==> config.mk <==
export PLATFORM = sky130hd
export DESIGN_NAME = special_bank_device_flat
export DESIGN_NICKNAME = d
export VERILOG_FILES = /design/src/shared/uart_bank_pkg.sv /design/src/shared/uart_bank_if.sv /design/src/hdl/special_bank_device.sv /design/src/flat_wrapper.sv
export VERILOG_INCLUDE_DIRS = /design/src /design/src/shared
export SDC_FILE = /design/constraint.sdc
export NUM_CORES = 1
export LEC_CHECK = 0
export BUFFER_PORTS_ARGS = -buffer_cell sky130_fd_sc_hd__buf_2
export CAP_MARGIN = 30
export CORE_MARGIN = 4
export CORE_UTILIZATION = 68
export DETAILED_ROUTE_END_ITERATION = 6
export PLACE_DENSITY = 0.88
export SLEW_MARGIN = 20
export SYNTH_ARGS = -nofsm -noshare
export SYNTH_HDL_FRONTEND = slang
export SYNTH_SLANG_ARGS = --single-unit
==> constraint.sdc <==
create_clock -name clk -period 16.43 [get_ports clk]
set_input_delay 3.286 -clock clk [delete_from_list [all_inputs] [get_ports clk]]
set_output_delay 3.286 -clock clk [all_outputs]
set_load 0.01 [all_outputs]
==> src/shared/uart_bank_cfg.svh <==
// Offsets, field positions, reset values and keys of the special bank
`ifndef UART_BANK_CFG_SVH
`define UART_BANK_CFG_SVH

// ----------------------------------------------------------------------
// Register offsets
// ----------------------------------------------------------------------
`define OFS_LINE_CONTROL     4'h3
`define OFS_CLOCK_PRESCALE   4'h4
`define OFS_RX_COUNT         4'h5
`define OFS_TX_FIFO_COUNT    4'h6
`define OFS_SPECIAL_FUNC     4'h7
`define OFS_TX_IDLE_TIME     4'h8
`define OFS_TXRX_CONTROL     4'h9
`define OFS_SPECIAL_UNLOCK   4'hD
`define OFS_INT_STATUS       4'hF

// ----------------------------------------------------------------------
// Keys and reset values
// ----------------------------------------------------------------------
`define KEY_LINE_CONTROL     8'hBF
`define KEY_SPECIAL_UNLOCK   8'h5A
`define RST_LINE_CONTROL     8'h00
`define RST_CLOCK_PRESCALE   8'h10
`define RST_SPECIAL_FUNC     8'h00
`define RST_TX_IDLE_TIME     8'h00
`define RST_TXRX_CONTROL     8'h06
`define RST_SPECIAL_UNLOCK   8'h00
`define RST_EXTRA_FEATURES   8'h00
`define RST_INT_STATUS       8'h00
`define RST_COUNT            8'h00

// ----------------------------------------------------------------------
// Special function control bits
// ----------------------------------------------------------------------
`define SFC_FORCE_TX         0
`define SFC_AUTO_DSR_DTR     1
`define SFC_SPECIAL_ACCESS   2
`define SFC_LOOPBACK         3
`define SFC_BURST            4
`define SFC_COUNT_SELECT     6

// Interrupt status clear bit, and writable mask of the extra features bits
`define ISC_CLEAR_BIT        0
`define EXTRA_FEATURES_MASK  8'hB7

`endif

==> src/shared/uart_bank_pkg.sv <==
// Types shared by both ends of the special register bank
package uart_bank_pkg;

	// Host sequencer states
	typedef enum logic [1:0] {
		H_IDLE   = 2'b00,
		H_ISSUE  = 2'b01,
		H_WAIT   = 2'b10,
		H_UNLOCK = 2'b11
	} host_state_type;

	// Register word
	typedef logic [7:0] reg_byte_type;

endpackage

==> src/shared/uart_bank_if.sv <==
// Register access link between host controller and register bank
interface uart_bank_if;
	logic                       req;    // One-cycle access request
	logic                       we;     // Write when high
	logic                       burst;  // Beat continues previous address
	logic [3:0]                 addr;   // Register offset
	uart_bank_pkg::reg_byte_type wdata; // Write data
	logic                       ack;    // One-cycle answer
	uart_bank_pkg::reg_byte_type rdata; // Read data, valid with ack

	modport dev  (input req, we, burst, addr, wdata, output ack, rdata);
	modport host (output req, we, burst, addr, wdata, input ack, rdata);
endinterface

==> src/hdl/special_bank_device.sv <==
// Special register bank of the UART bridge, device end
// Function
// RULE1 - Baud tick divides by documented prescaler product
// RULE2 - Prescale holds M high, N low, resets 10
// RULE3 - Software should program M to 1 or 2
// RULE4 - Control bits 7:4 hold sample clock value
// RULE5 - Special registers need key and access bit
// RULE6 - Special function needs both keys; resets zero
// RULE7 - Offset 05 selects FIFO or error count
// RULE8 - Read-only receive FIFO byte count
// RULE9 - Read-only count of errored receive bytes
// RULE10 - Read-only transmit FIFO byte count at 06
// RULE11 - Bit 4 enables burst register access
// RULE12 - Bit 3 loops receive path to transmit
// RULE13 - Bit 1 enables automatic DSR/DTR flow
// RULE14 - Bit 0 forces continuous transmission
// RULE15 - Transmit idle time register at 08
// RULE16 - Control bits enable Xon, empty, timeout, idle
// RULE17 - Control register resets to 06
// RULE18 - Status bits 7..1 flag interrupt sources
// RULE19 - Writing status bit 0 clears all flags
// RULE20 - Offset 0F shares extra features and status
// RULE21 - Host unlocks by writing 5A under key
// RULE22 - Counters follow every push and pop
// RULE23 - Counter writes ignored; reserved bits zero
`include "uart_bank_cfg.svh"

module special_bank_device (
	input  wire logic        clk,
	input  wire logic        srst,
	uart_bank_if.dev         bus,
	input  wire logic        modem_bit7,
	input  wire logic [15:0] baud_divisor,
	input  wire logic        rx_push,
	input  wire logic        rx_push_err,
	input  wire logic        rx_pop,
	input  wire logic        rx_pop_err,
	input  wire logic        tx_push,
	input  wire logic        tx_pop,
	input  wire logic [6:0]  int_events,
	output logic             baud_tick,
	output logic [3:0]       prescale_m,
	output logic [3:0]       prescale_n,
	output logic [3:0]       sample_clock_value,
	output logic             loopback_en,
	output logic             burst_en,
	output logic             auto_dsr_dtr_en,
	output logic             force_tx,
	output logic [7:0]       tx_idle_time,
	output logic [3:0]       txrx_enables,
	output logic [7:0]       extra_features
);

	// ------------------------------------------------------------------
	// Registers
	// ------------------------------------------------------------------
	logic [7:0]  line_control_r;           // Key holder at 03
	logic [7:0]  clock_prescale_r;         // M and N
	logic [7:0]  special_function_ctrl_r;  // Feature switches
	logic [7:0]  special_unlock_r;         // Second key
	logic [7:0]  tx_idle_time_r;           // Idle gap length
	logic [7:0]  txrx_control_r;           // Sample value and enables
	logic [7:0]  extra_features_r;         // Shares offset 0F
	logic [7:0]  int_status_r;             // Sticky flags 7:1
	logic [7:0]  rx_fifo_count_r;          // Bytes in receive FIFO
	logic [7:0]  rx_error_count_r;         // Errored bytes in it
	logic [7:0]  tx_fifo_count_r;          // Bytes in transmit FIFO
	logic [3:0]  last_addr_r;              // Address of previous beat
	logic        ack_r;                    // Answer strobe
	logic [7:0]  rdata_r;                  // Answer data
	logic [39:0] baud_cnt_r;               // Baud divider counter
	logic        baud_tick_r;              // Baud tick

	// ------------------------------------------------------------------
	// Address and access decode
	// ------------------------------------------------------------------
	// Burst beats take the next offset only while bursts are enabled
	wire [3:0] eff_addr = (bus.burst
		&& special_function_ctrl_r[`SFC_BURST])
		? last_addr_r + 4'h1 : bus.addr;              // see RULE11
	wire key_ok = (line_control_r == `KEY_LINE_CONTROL);
	wire sfc_ok = key_ok
		&& (special_unlock_r == `KEY_SPECIAL_UNLOCK); // see RULE6
	wire spc_ok = key_ok
		&& special_function_ctrl_r[`SFC_SPECIAL_ACCESS]; // see RULE5
	wire wr     = bus.req && bus.we;
	wire wr_lcr = wr && (eff_addr == `OFS_LINE_CONTROL);
	wire wr_cpr = wr && spc_ok && (eff_addr == `OFS_CLOCK_PRESCALE);
	wire wr_sfc = wr && sfc_ok && (eff_addr == `OFS_SPECIAL_FUNC);
	wire wr_unl = wr && key_ok && (eff_addr == `OFS_SPECIAL_UNLOCK);
	wire wr_tit = wr && spc_ok && (eff_addr == `OFS_TX_IDLE_TIME);
	wire wr_trc = wr && spc_ok && (eff_addr == `OFS_TXRX_CONTROL);
	// Offset 0F: status when access bit set, extra features otherwise
	wire at_0f  = (eff_addr == `OFS_INT_STATUS);
	wire wr_isc = wr && at_0f && spc_ok;                // see RULE20
	wire wr_efc = wr && at_0f
		&& !special_function_ctrl_r[`SFC_SPECIAL_ACCESS]; // see RULE20
	wire clr_flags = wr_isc && bus.wdata[`ISC_CLEAR_BIT]; // see RULE19

	// ------------------------------------------------------------------
	// Read multiplexer
	// ------------------------------------------------------------------
	logic [7:0] rd_mux;
	always_comb begin
		rd_mux = 8'h00;                   // Gated or unmapped reads zero
		case (eff_addr)
			`OFS_LINE_CONTROL:   rd_mux = line_control_r;
			`OFS_CLOCK_PRESCALE: rd_mux = spc_ok ? clock_prescale_r : 8'h00;
			`OFS_RX_COUNT: begin
				if (spc_ok) begin
					// Counter select bit picks the errored count
					rd_mux = special_function_ctrl_r[`SFC_COUNT_SELECT]
						? rx_error_count_r : rx_fifo_count_r; // see RULE7
				end
			end
			`OFS_TX_FIFO_COUNT:  rd_mux = spc_ok ? tx_fifo_count_r : 8'h00;
			`OFS_SPECIAL_FUNC:   rd_mux = sfc_ok ? special_function_ctrl_r
				: 8'h00;
			`OFS_TX_IDLE_TIME:   rd_mux = spc_ok ? tx_idle_time_r : 8'h00;
			`OFS_TXRX_CONTROL:   rd_mux = spc_ok ? txrx_control_r : 8'h00;
			`OFS_SPECIAL_UNLOCK: rd_mux = key_ok ? special_unlock_r : 8'h00;
			`OFS_INT_STATUS: begin
				if (!special_function_ctrl_r[`SFC_SPECIAL_ACCESS]) begin
					rd_mux = extra_features_r;
				end else if (key_ok) begin
					rd_mux = int_status_r;
				end
			end
			default:             rd_mux = 8'h00;
		endcase
	end

	// ------------------------------------------------------------------
	// Bus answer: one cycle after every request
	// ------------------------------------------------------------------
	always_ff @(posedge clk) begin
		if (srst) begin
			ack_r       <= 1'b0;
			rdata_r     <= 8'h00;
			last_addr_r <= 4'h0;
		end else begin
			ack_r <= bus.req;
			if (bus.req) begin
				rdata_r     <= bus.we ? 8'h00 : rd_mux;
				last_addr_r <= eff_addr;
			end
		end
	end

	// ------------------------------------------------------------------
	// Writable registers
	// ------------------------------------------------------------------
	always_ff @(posedge clk) begin
		if (srst) begin
			line_control_r          <= `RST_LINE_CONTROL;
			clock_prescale_r        <= `RST_CLOCK_PRESCALE;  // see RULE2
			special_function_ctrl_r <= `RST_SPECIAL_FUNC;    // see RULE6
			special_unlock_r        <= `RST_SPECIAL_UNLOCK;
			tx_idle_time_r          <= `RST_TX_IDLE_TIME;    // see RULE15
			txrx_control_r          <= `RST_TXRX_CONTROL;    // see RULE17
			extra_features_r        <= `RST_EXTRA_FEATURES;
		end else begin
			if (wr_lcr) line_control_r <= bus.wdata;
			if (wr_cpr) clock_prescale_r <= bus.wdata;       // see RULE2
			if (wr_sfc) special_function_ctrl_r <= bus.wdata;
			if (wr_unl) special_unlock_r <= bus.wdata;
			if (wr_tit) tx_idle_time_r <= bus.wdata;         // see RULE15
			if (wr_trc) txrx_control_r <= bus.wdata;         // see RULE4
			// Reserved bits of extra features stay zero
			if (wr_efc) extra_features_r <= bus.wdata
				& `EXTRA_FEATURES_MASK;                      // see RULE23
		end
	end

	// ------------------------------------------------------------------
	// Interrupt status: events win over a same-cycle clear
	// ------------------------------------------------------------------
	logic [7:0] int_status_nxt;
	always_comb begin
		int_status_nxt = int_status_r;
		if (clr_flags) begin
			int_status_nxt = 8'h00;                          // see RULE19
		end else if (wr_isc) begin
			int_status_nxt = {bus.wdata[7:1], 1'b0};
		end
		// Clear bit never reads back as one
		int_status_nxt = int_status_nxt | {int_events, 1'b0}; // see RULE18
	end

	always_ff @(posedge clk) begin
		if (srst) begin
			int_status_r <= `RST_INT_STATUS;
		end else begin
			int_status_r <= int_status_nxt;
		end
	end

	// ------------------------------------------------------------------
	// Occupancy counters; bus writes never reach them
	// ------------------------------------------------------------------
	function automatic logic [7:0] step(input logic [7:0] cnt,
		input logic up, input logic down);
		// Push and pop together leave the count alone
		step = cnt + {7'h00, up} - {7'h00, down};
	endfunction

	always_ff @(posedge clk) begin
		if (srst) begin
			rx_fifo_count_r  <= `RST_COUNT;                  // see RULE8
			rx_error_count_r <= `RST_COUNT;                  // see RULE9
			tx_fifo_count_r  <= `RST_COUNT;                  // see RULE10
		end else begin
			rx_fifo_count_r  <= step(rx_fifo_count_r, rx_push,
				rx_pop);                                     // see RULE22
			rx_error_count_r <= step(rx_error_count_r,
				rx_push && rx_push_err, rx_pop && rx_pop_err); // see RULE9
			tx_fifo_count_r  <= step(tx_fifo_count_r, tx_push,
				tx_pop);                                     // see RULE22
		end
	end

	// ------------------------------------------------------------------
	// Baud generator
	// ------------------------------------------------------------------
	// Period = DL * (16 - sample + N) * 2^(M + 2*mcr7 - 1); the minus one
	// is taken as a final halving so M = 0 still works
	wire [4:0]  sample_span = 5'h10 - {1'b0, txrx_control_r[7:4]}
		+ {1'b0, clock_prescale_r[3:0]};
	wire [4:0]  shift_exp = {1'b0, clock_prescale_r[7:4]}
		+ {2'b00, modem_bit7, 1'b0};
	wire [20:0] base_prod = baud_divisor * sample_span;
	wire [39:0] shifted = {19'h00000, base_prod} << shift_exp;
	wire [39:0] baud_period = shifted >> 1;                  // see RULE1
	wire        baud_wrap = (baud_cnt_r >= baud_period - 40'h1);

	always_ff @(posedge clk) begin
		if (srst) begin
			baud_cnt_r  <= 40'h0;
			baud_tick_r <= 1'b0;
		end else if (baud_period == 40'h0) begin
			// A zero divisor stops the generator
			baud_cnt_r  <= 40'h0;
			baud_tick_r <= 1'b0;
		end else begin
			baud_cnt_r  <= baud_wrap ? 40'h0 : baud_cnt_r + 40'h1;
			baud_tick_r <= baud_wrap;                        // see RULE1
		end
	end

	// ------------------------------------------------------------------
	// Outputs
	// ------------------------------------------------------------------
	assign bus.ack            = ack_r;
	assign bus.rdata          = rdata_r;
	assign baud_tick          = baud_tick_r;
	assign prescale_m         = clock_prescale_r[7:4];
	assign prescale_n         = clock_prescale_r[3:0];
	assign sample_clock_value = txrx_control_r[7:4];          // see RULE4
	assign loopback_en        =
		special_function_ctrl_r[`SFC_LOOPBACK];              // see RULE12
	assign burst_en           = special_function_ctrl_r[`SFC_BURST];
	assign auto_dsr_dtr_en    =
		special_function_ctrl_r[`SFC_AUTO_DSR_DTR];          // see RULE13
	assign force_tx           =
		special_function_ctrl_r[`SFC_FORCE_TX];              // see RULE14
	assign tx_idle_time       = tx_idle_time_r;
	assign txrx_enables       = txrx_control_r[3:0];          // see RULE16
	assign extra_features     = extra_features_r;

endmodule // special_bank_device

==> src/flat_wrapper.sv <==
// flat-port wrapper written by rule: the top's interface ports become plain ports
module special_bank_device_flat 
  (clk, srst, modem_bit7, baud_divisor, rx_push, rx_push_err, rx_pop, rx_pop_err, tx_push, tx_pop, int_events, baud_tick, prescale_m, prescale_n, sample_clock_value, loopback_en, burst_en, auto_dsr_dtr_en, force_tx, tx_idle_time, txrx_enables, extra_features, bus_req, bus_we, bus_burst, bus_addr, bus_wdata, bus_ack, bus_rdata);
  uart_bank_if bus_i ();
  input  wire logic clk;
  input  wire logic srst;
  input  wire logic modem_bit7;
  input  wire logic [15:0] baud_divisor;
  input  wire logic rx_push;
  input  wire logic rx_push_err;
  input  wire logic rx_pop;
  input  wire logic rx_pop_err;
  input  wire logic tx_push;
  input  wire logic tx_pop;
  input  wire logic [6:0] int_events;
  output logic baud_tick;
  output logic [3:0] prescale_m;
  output logic [3:0] prescale_n;
  output logic [3:0] sample_clock_value;
  output logic loopback_en;
  output logic burst_en;
  output logic auto_dsr_dtr_en;
  output logic force_tx;
  output logic [7:0] tx_idle_time;
  output logic [3:0] txrx_enables;
  output logic [7:0] extra_features;
  input wire logic [$bits(bus_i.req)-1:0] bus_req;
  input wire logic [$bits(bus_i.we)-1:0] bus_we;
  input wire logic [$bits(bus_i.burst)-1:0] bus_burst;
  input wire logic [$bits(bus_i.addr)-1:0] bus_addr;
  input wire logic [$bits(bus_i.wdata)-1:0] bus_wdata;
  output wire logic [$bits(bus_i.ack)-1:0] bus_ack;
  output wire logic [$bits(bus_i.rdata)-1:0] bus_rdata;
  assign bus_i.req = bus_req;
  assign bus_i.we = bus_we;
  assign bus_i.burst = bus_burst;
  assign bus_i.addr = bus_addr;
  assign bus_i.wdata = bus_wdata;
  assign bus_ack = bus_i.ack;
  assign bus_rdata = bus_i.rdata;
  special_bank_device u_core (.clk(clk), .srst(srst), .bus(bus_i), .modem_bit7(modem_bit7), .baud_divisor(baud_divisor), .rx_push(rx_push), .rx_push_err(rx_push_err), .rx_pop(rx_pop), .rx_pop_err(rx_pop_err), .tx_push(tx_push), .tx_pop(tx_pop), .int_events(int_events), .baud_tick(baud_tick), .prescale_m(prescale_m), .prescale_n(prescale_n), .sample_clock_value(sample_clock_value), .loopback_en(loopback_en), .burst_en(burst_en), .auto_dsr_dtr_en(auto_dsr_dtr_en), .force_tx(force_tx), .tx_idle_time(tx_idle_time), .txrx_enables(txrx_enables), .extra_features(extra_features));
endmodule
==> results.txt <==
----------------------------------------------------
[Status]
  Outcome ... finished with violations
  Violated checks ... DRC

[Routing]
  Total number of vias ... 13296
  Routed wire length ... 40.1 mm
  Routed Antenna Nets ... 0
  Number of search-and-repair iterations in the first detailed-routing pass ... 7
  Post-DR wirelength/cell ... 20.3 µm
  Number of DRC markers after the initial detailed-route iteration ... between 1500 and 2000
  DR vias/cell ... approximately 6.7
  DRC violations left ... 1

[Critical path]
  Largest fanout of any net on the critical path ... 37
  Crit end category ... flip-flop
  Kind of critical path ... input pin to flip-flop
  Worst path required time ... ~17 ns
  Critical Path Most Common Cell ... sky130_fd_sc_hd__o21ai_0
  Longest individual stage delay on the worst path ... 0.64 ns
  Worst path arrival time ... between 10 and 15 ns
  Cell type of the slowest stage on the worst timing path ... sky130_fd_sc_hd__a211oi_1
  Element type at the critical path start ... input pin

[Clock network]
  Hold bufs inserted after CTS ... 0
  Clock insertion delay at the later pin of the skew report ... approximately 0.44 ns
  CTS Root Buffer Type ... sky130_fd_sc_hd__clkbuf_16
  Clock Path Buffers ... 2
  Clock Pin Slew Worst Setup and Hold Paths ... approximately 0.060 ns
  Clock Sink Count ... about 140
  TritonCTS clock tree ... done
  CTS H-Tree Depth ... 4
  Post-CTS sizing ... 0
  Number of setup buffers added after CTS ... 0
  Total CTS buffers ... 17

[Worst hold path]
  Path type of the worst min-delay path ... flip-flop to flip-flop

[Synthesis]
  Area share of the largest cell type after synthesis ... between 20% and 30%
  Syn. warnings ... 0
  Cell with the most instances after synthesis ... sky130_fd_sc_hd__nand2_1
  Post-synth EDFFs ... 0
  Primary flip-flop cell chosen by synthesis mapping ... sky130_fd_sc_hd__dfxtp_1
  Async SR Flop Fraction ... 0%
  Count of cell types in the netlist ... 94
  Register area share after synthesis ... about a fifth
  Cell types with the highest counts after synthesis ... sky130_fd_sc_hd__nand2_1, sky130_fd_sc_hd__nor2_1, sky130_fd_sc_hd__dfxtp_1, sky130_fd_sc_hd__ha_1, sky130_fd_sc_hd__inv_1
  Synthesized area divided by synthesized cell count ... around 8.1 µm²
  Post-synthesis register bit count ... about 140
  Area of the mapped netlist ... ~13000 µm²
  Cells after synthesis ... about 1600
  Library cell occupying the most area in the post-synthesis netlist ... sky130_fd_sc_hd__dfxtp_1
  Main area contributors after synthesis ... sky130_fd_sc_hd__dfxtp_1, sky130_fd_sc_hd__ha_1, sky130_fd_sc_hd__fa_1

[Power and ir drop]
  Worst ir drop on vdd ... 0.000145 V
  Reported leakage power ... roughly 6.4 nW
  Ratio of total power to cell area ... 76.4 nW/µm²

[Flow run]
  Max-cap violation count ... 0

[Floorplan]
  I/O pin count ... 93
  DIE HEIGHT ... 148 µm
  Placeable Area ... about 19000 µm²
  Initial Utilization ... 70.2%
  Area of the die ... 21900 µm²
  Row Count ... 50
  Chip Width ... ~150 µm

[Global routing]
  Maximum number of pins on one net before global-route repair ... between 70 and 80
  Gr ovfl total ... 0
  First-pass GRT wire length ... approximately 65 mm
  Aggregate global-route resource usage ... between 30% and 40%
  Vias in the first global route ... approximately 13000
  Number of antenna violations at the first check in global routing ... 0

[Layout]
  Core Util, Final ... roughly 77%
  Number of flip-flops in the largest register ... 40
  NumNets Final ... about 1900
  Area growth, synth to finish ... 9.26%
  Post-route standard cell area excluding fillers ... between 10000 and 15000 µm²
  Layout cell share with drive strength beyond 1 ... between 10% and 20%
  Ant diodes ... 0
  Most flop-heavy register ... u_core.baud_cnt_r

[Placement]
  HPWL after DPL ... between 30 and 40 mm
  Area post-placement ... 13900 µm²
  Routability congestion estimate ... roughly 0.98
  Count of buffers inserted at the top-level ports ... 90

[STA]
  Maximum clock frequency ... about 0.086 GHz
  Worst slew margin relative to its limit ... approximately 40%
  Final number of setup-violating endpoints ... 0
  Hold Worst Slack ... 0.482 ns
  Setup TNS ... 0 ns
  Least-Margin Pin Slew ... between 0.8 and 0.9 ns
  Final Hold Violating Endpoints ... 0
  Unrepaired setup endpoints after global routing ... false
  Number of pins with negative max-slew slack in the final report ... 0
  Clock period minus worst slack ... approximately 12 ns
  Worst clock skew ... roughly 0.014 ns
  Post-route fraction of the period consumed by the critical path ... slightly above 70%

----------------------------------------------------
==> per-stage QoR <==
stage	setup WS, ns	std cells	power (mW)
2_1_floorplan	5.98	1650	0.631
6_report	4.82	1980	1.11
5_1_grt	4.16	1980	1.18
3_5_place_dp	4.63	1945	0.699
3_3_place_gp	4.85	1941	0.682
4_1_cts	4.97	1977	1.11
==> where the power goes <==
group          internal, mW  switching, mW
Clock                 0.234          0.179
Sequential            0.363         0.0250
Combinational         0.141          0.172
==> cells in the final DEF (no fill, tap or decap), drive strengths merged, types with 7 or more instances in the layout <==
cell type,n
dfxtp,139
a222oi,9
nor3b,9
ha,102
clkbuf,18
a211oi,25
or3,12
o221ai,7
fa,46
xnor2,55
a22oi,29
or2,9
xor2,48
o21a,12
a221oi,12
and3,14
nand4,21
nor4,13
o211ai,22
inv,93
and2,21
nor2,167
nand2,169
nand3,44
nor3,70
buf,115
o21ai,74
a31oi,10
nand2b,21
nor2b,51
a21oi,71
mux2i,65
a221o,8
a21o,31
==> cell families after synthesis <==
logic type / Yosys count / share of synthesized area, %
flops: 139 / 20.9
fa+ha+maj: 148 / 16.5
buf+inv: 164 / 5.09
simple gates: 642 / 25.0
other cells: 1 / 0.0281
xor+xnor: 103 / 6.76
mux: 69 / 5.38
compound gates: 383 / 20.5
==> critical path, delay by kind of cell <==
family,cells,cell delay [ns]
AO/OA/AOI/OAI,15,4.22
adder cells (fa/ha/maj),5,2.31
AND/OR/NAND/NOR,9,1.43
buffers and inverters,3,0.49
XOR/XNOR,1,0.18
==> final cells by class <==
| cell class | instances | area, µm² |
|---|---|---|
| multi-input cells | 1347 | 9890 |
| fillers | 1352 | 4440 |
| flip-flops and latches | 139 | 2780 |
| repair buffers | 116 | 631 |
| clock buffers | 17 | 425 |
| well taps | 260 | 325 |
| inverters | 86 | 323 |
| clock inverters | 15 | 199 |
==> worst paths after layout <==
kind | start | to | slack [ns] | cells after the start
worst max-delay path | baud_divisor[6] | u_core.baud_cnt_r[15]$_SDFF_PP0_ | 4.82 | 33
worst min-delay path | u_core.bus.rdata[2]$_SDFFE_PP0P_ | u_core.bus.rdata[2]$_SDFFE_PP0P_ | 0.48 | 2
worst max register to register | u_core.clock_prescale_r[0]$_SDFFE_PP0P_ | u_core.baud_cnt_r[15]$_SDFF_PP0_ | 5.84 | 38
worst min register to register | u_core.bus.rdata[2]$_SDFFE_PP0P_ | u_core.bus.rdata[2]$_SDFFE_PP0P_ | 0.48 | 2
==> metal layers <==
| layer | vias up | part of all wire [%] | GRT usage, % |
|---|---|---|---|
| li1 | 6027 | - | - |
| met1 | 6264 | 39 | 46.5 |
| met2 | 835 | 47 | 59.9 |
| met3 | 170 | 11 | 8.35 |
| met4 | 0 | 3.9 | 13.0 |
| met5 | - | 0 | 0 |
Note: power is estimated with default switching activity, not from simulation.
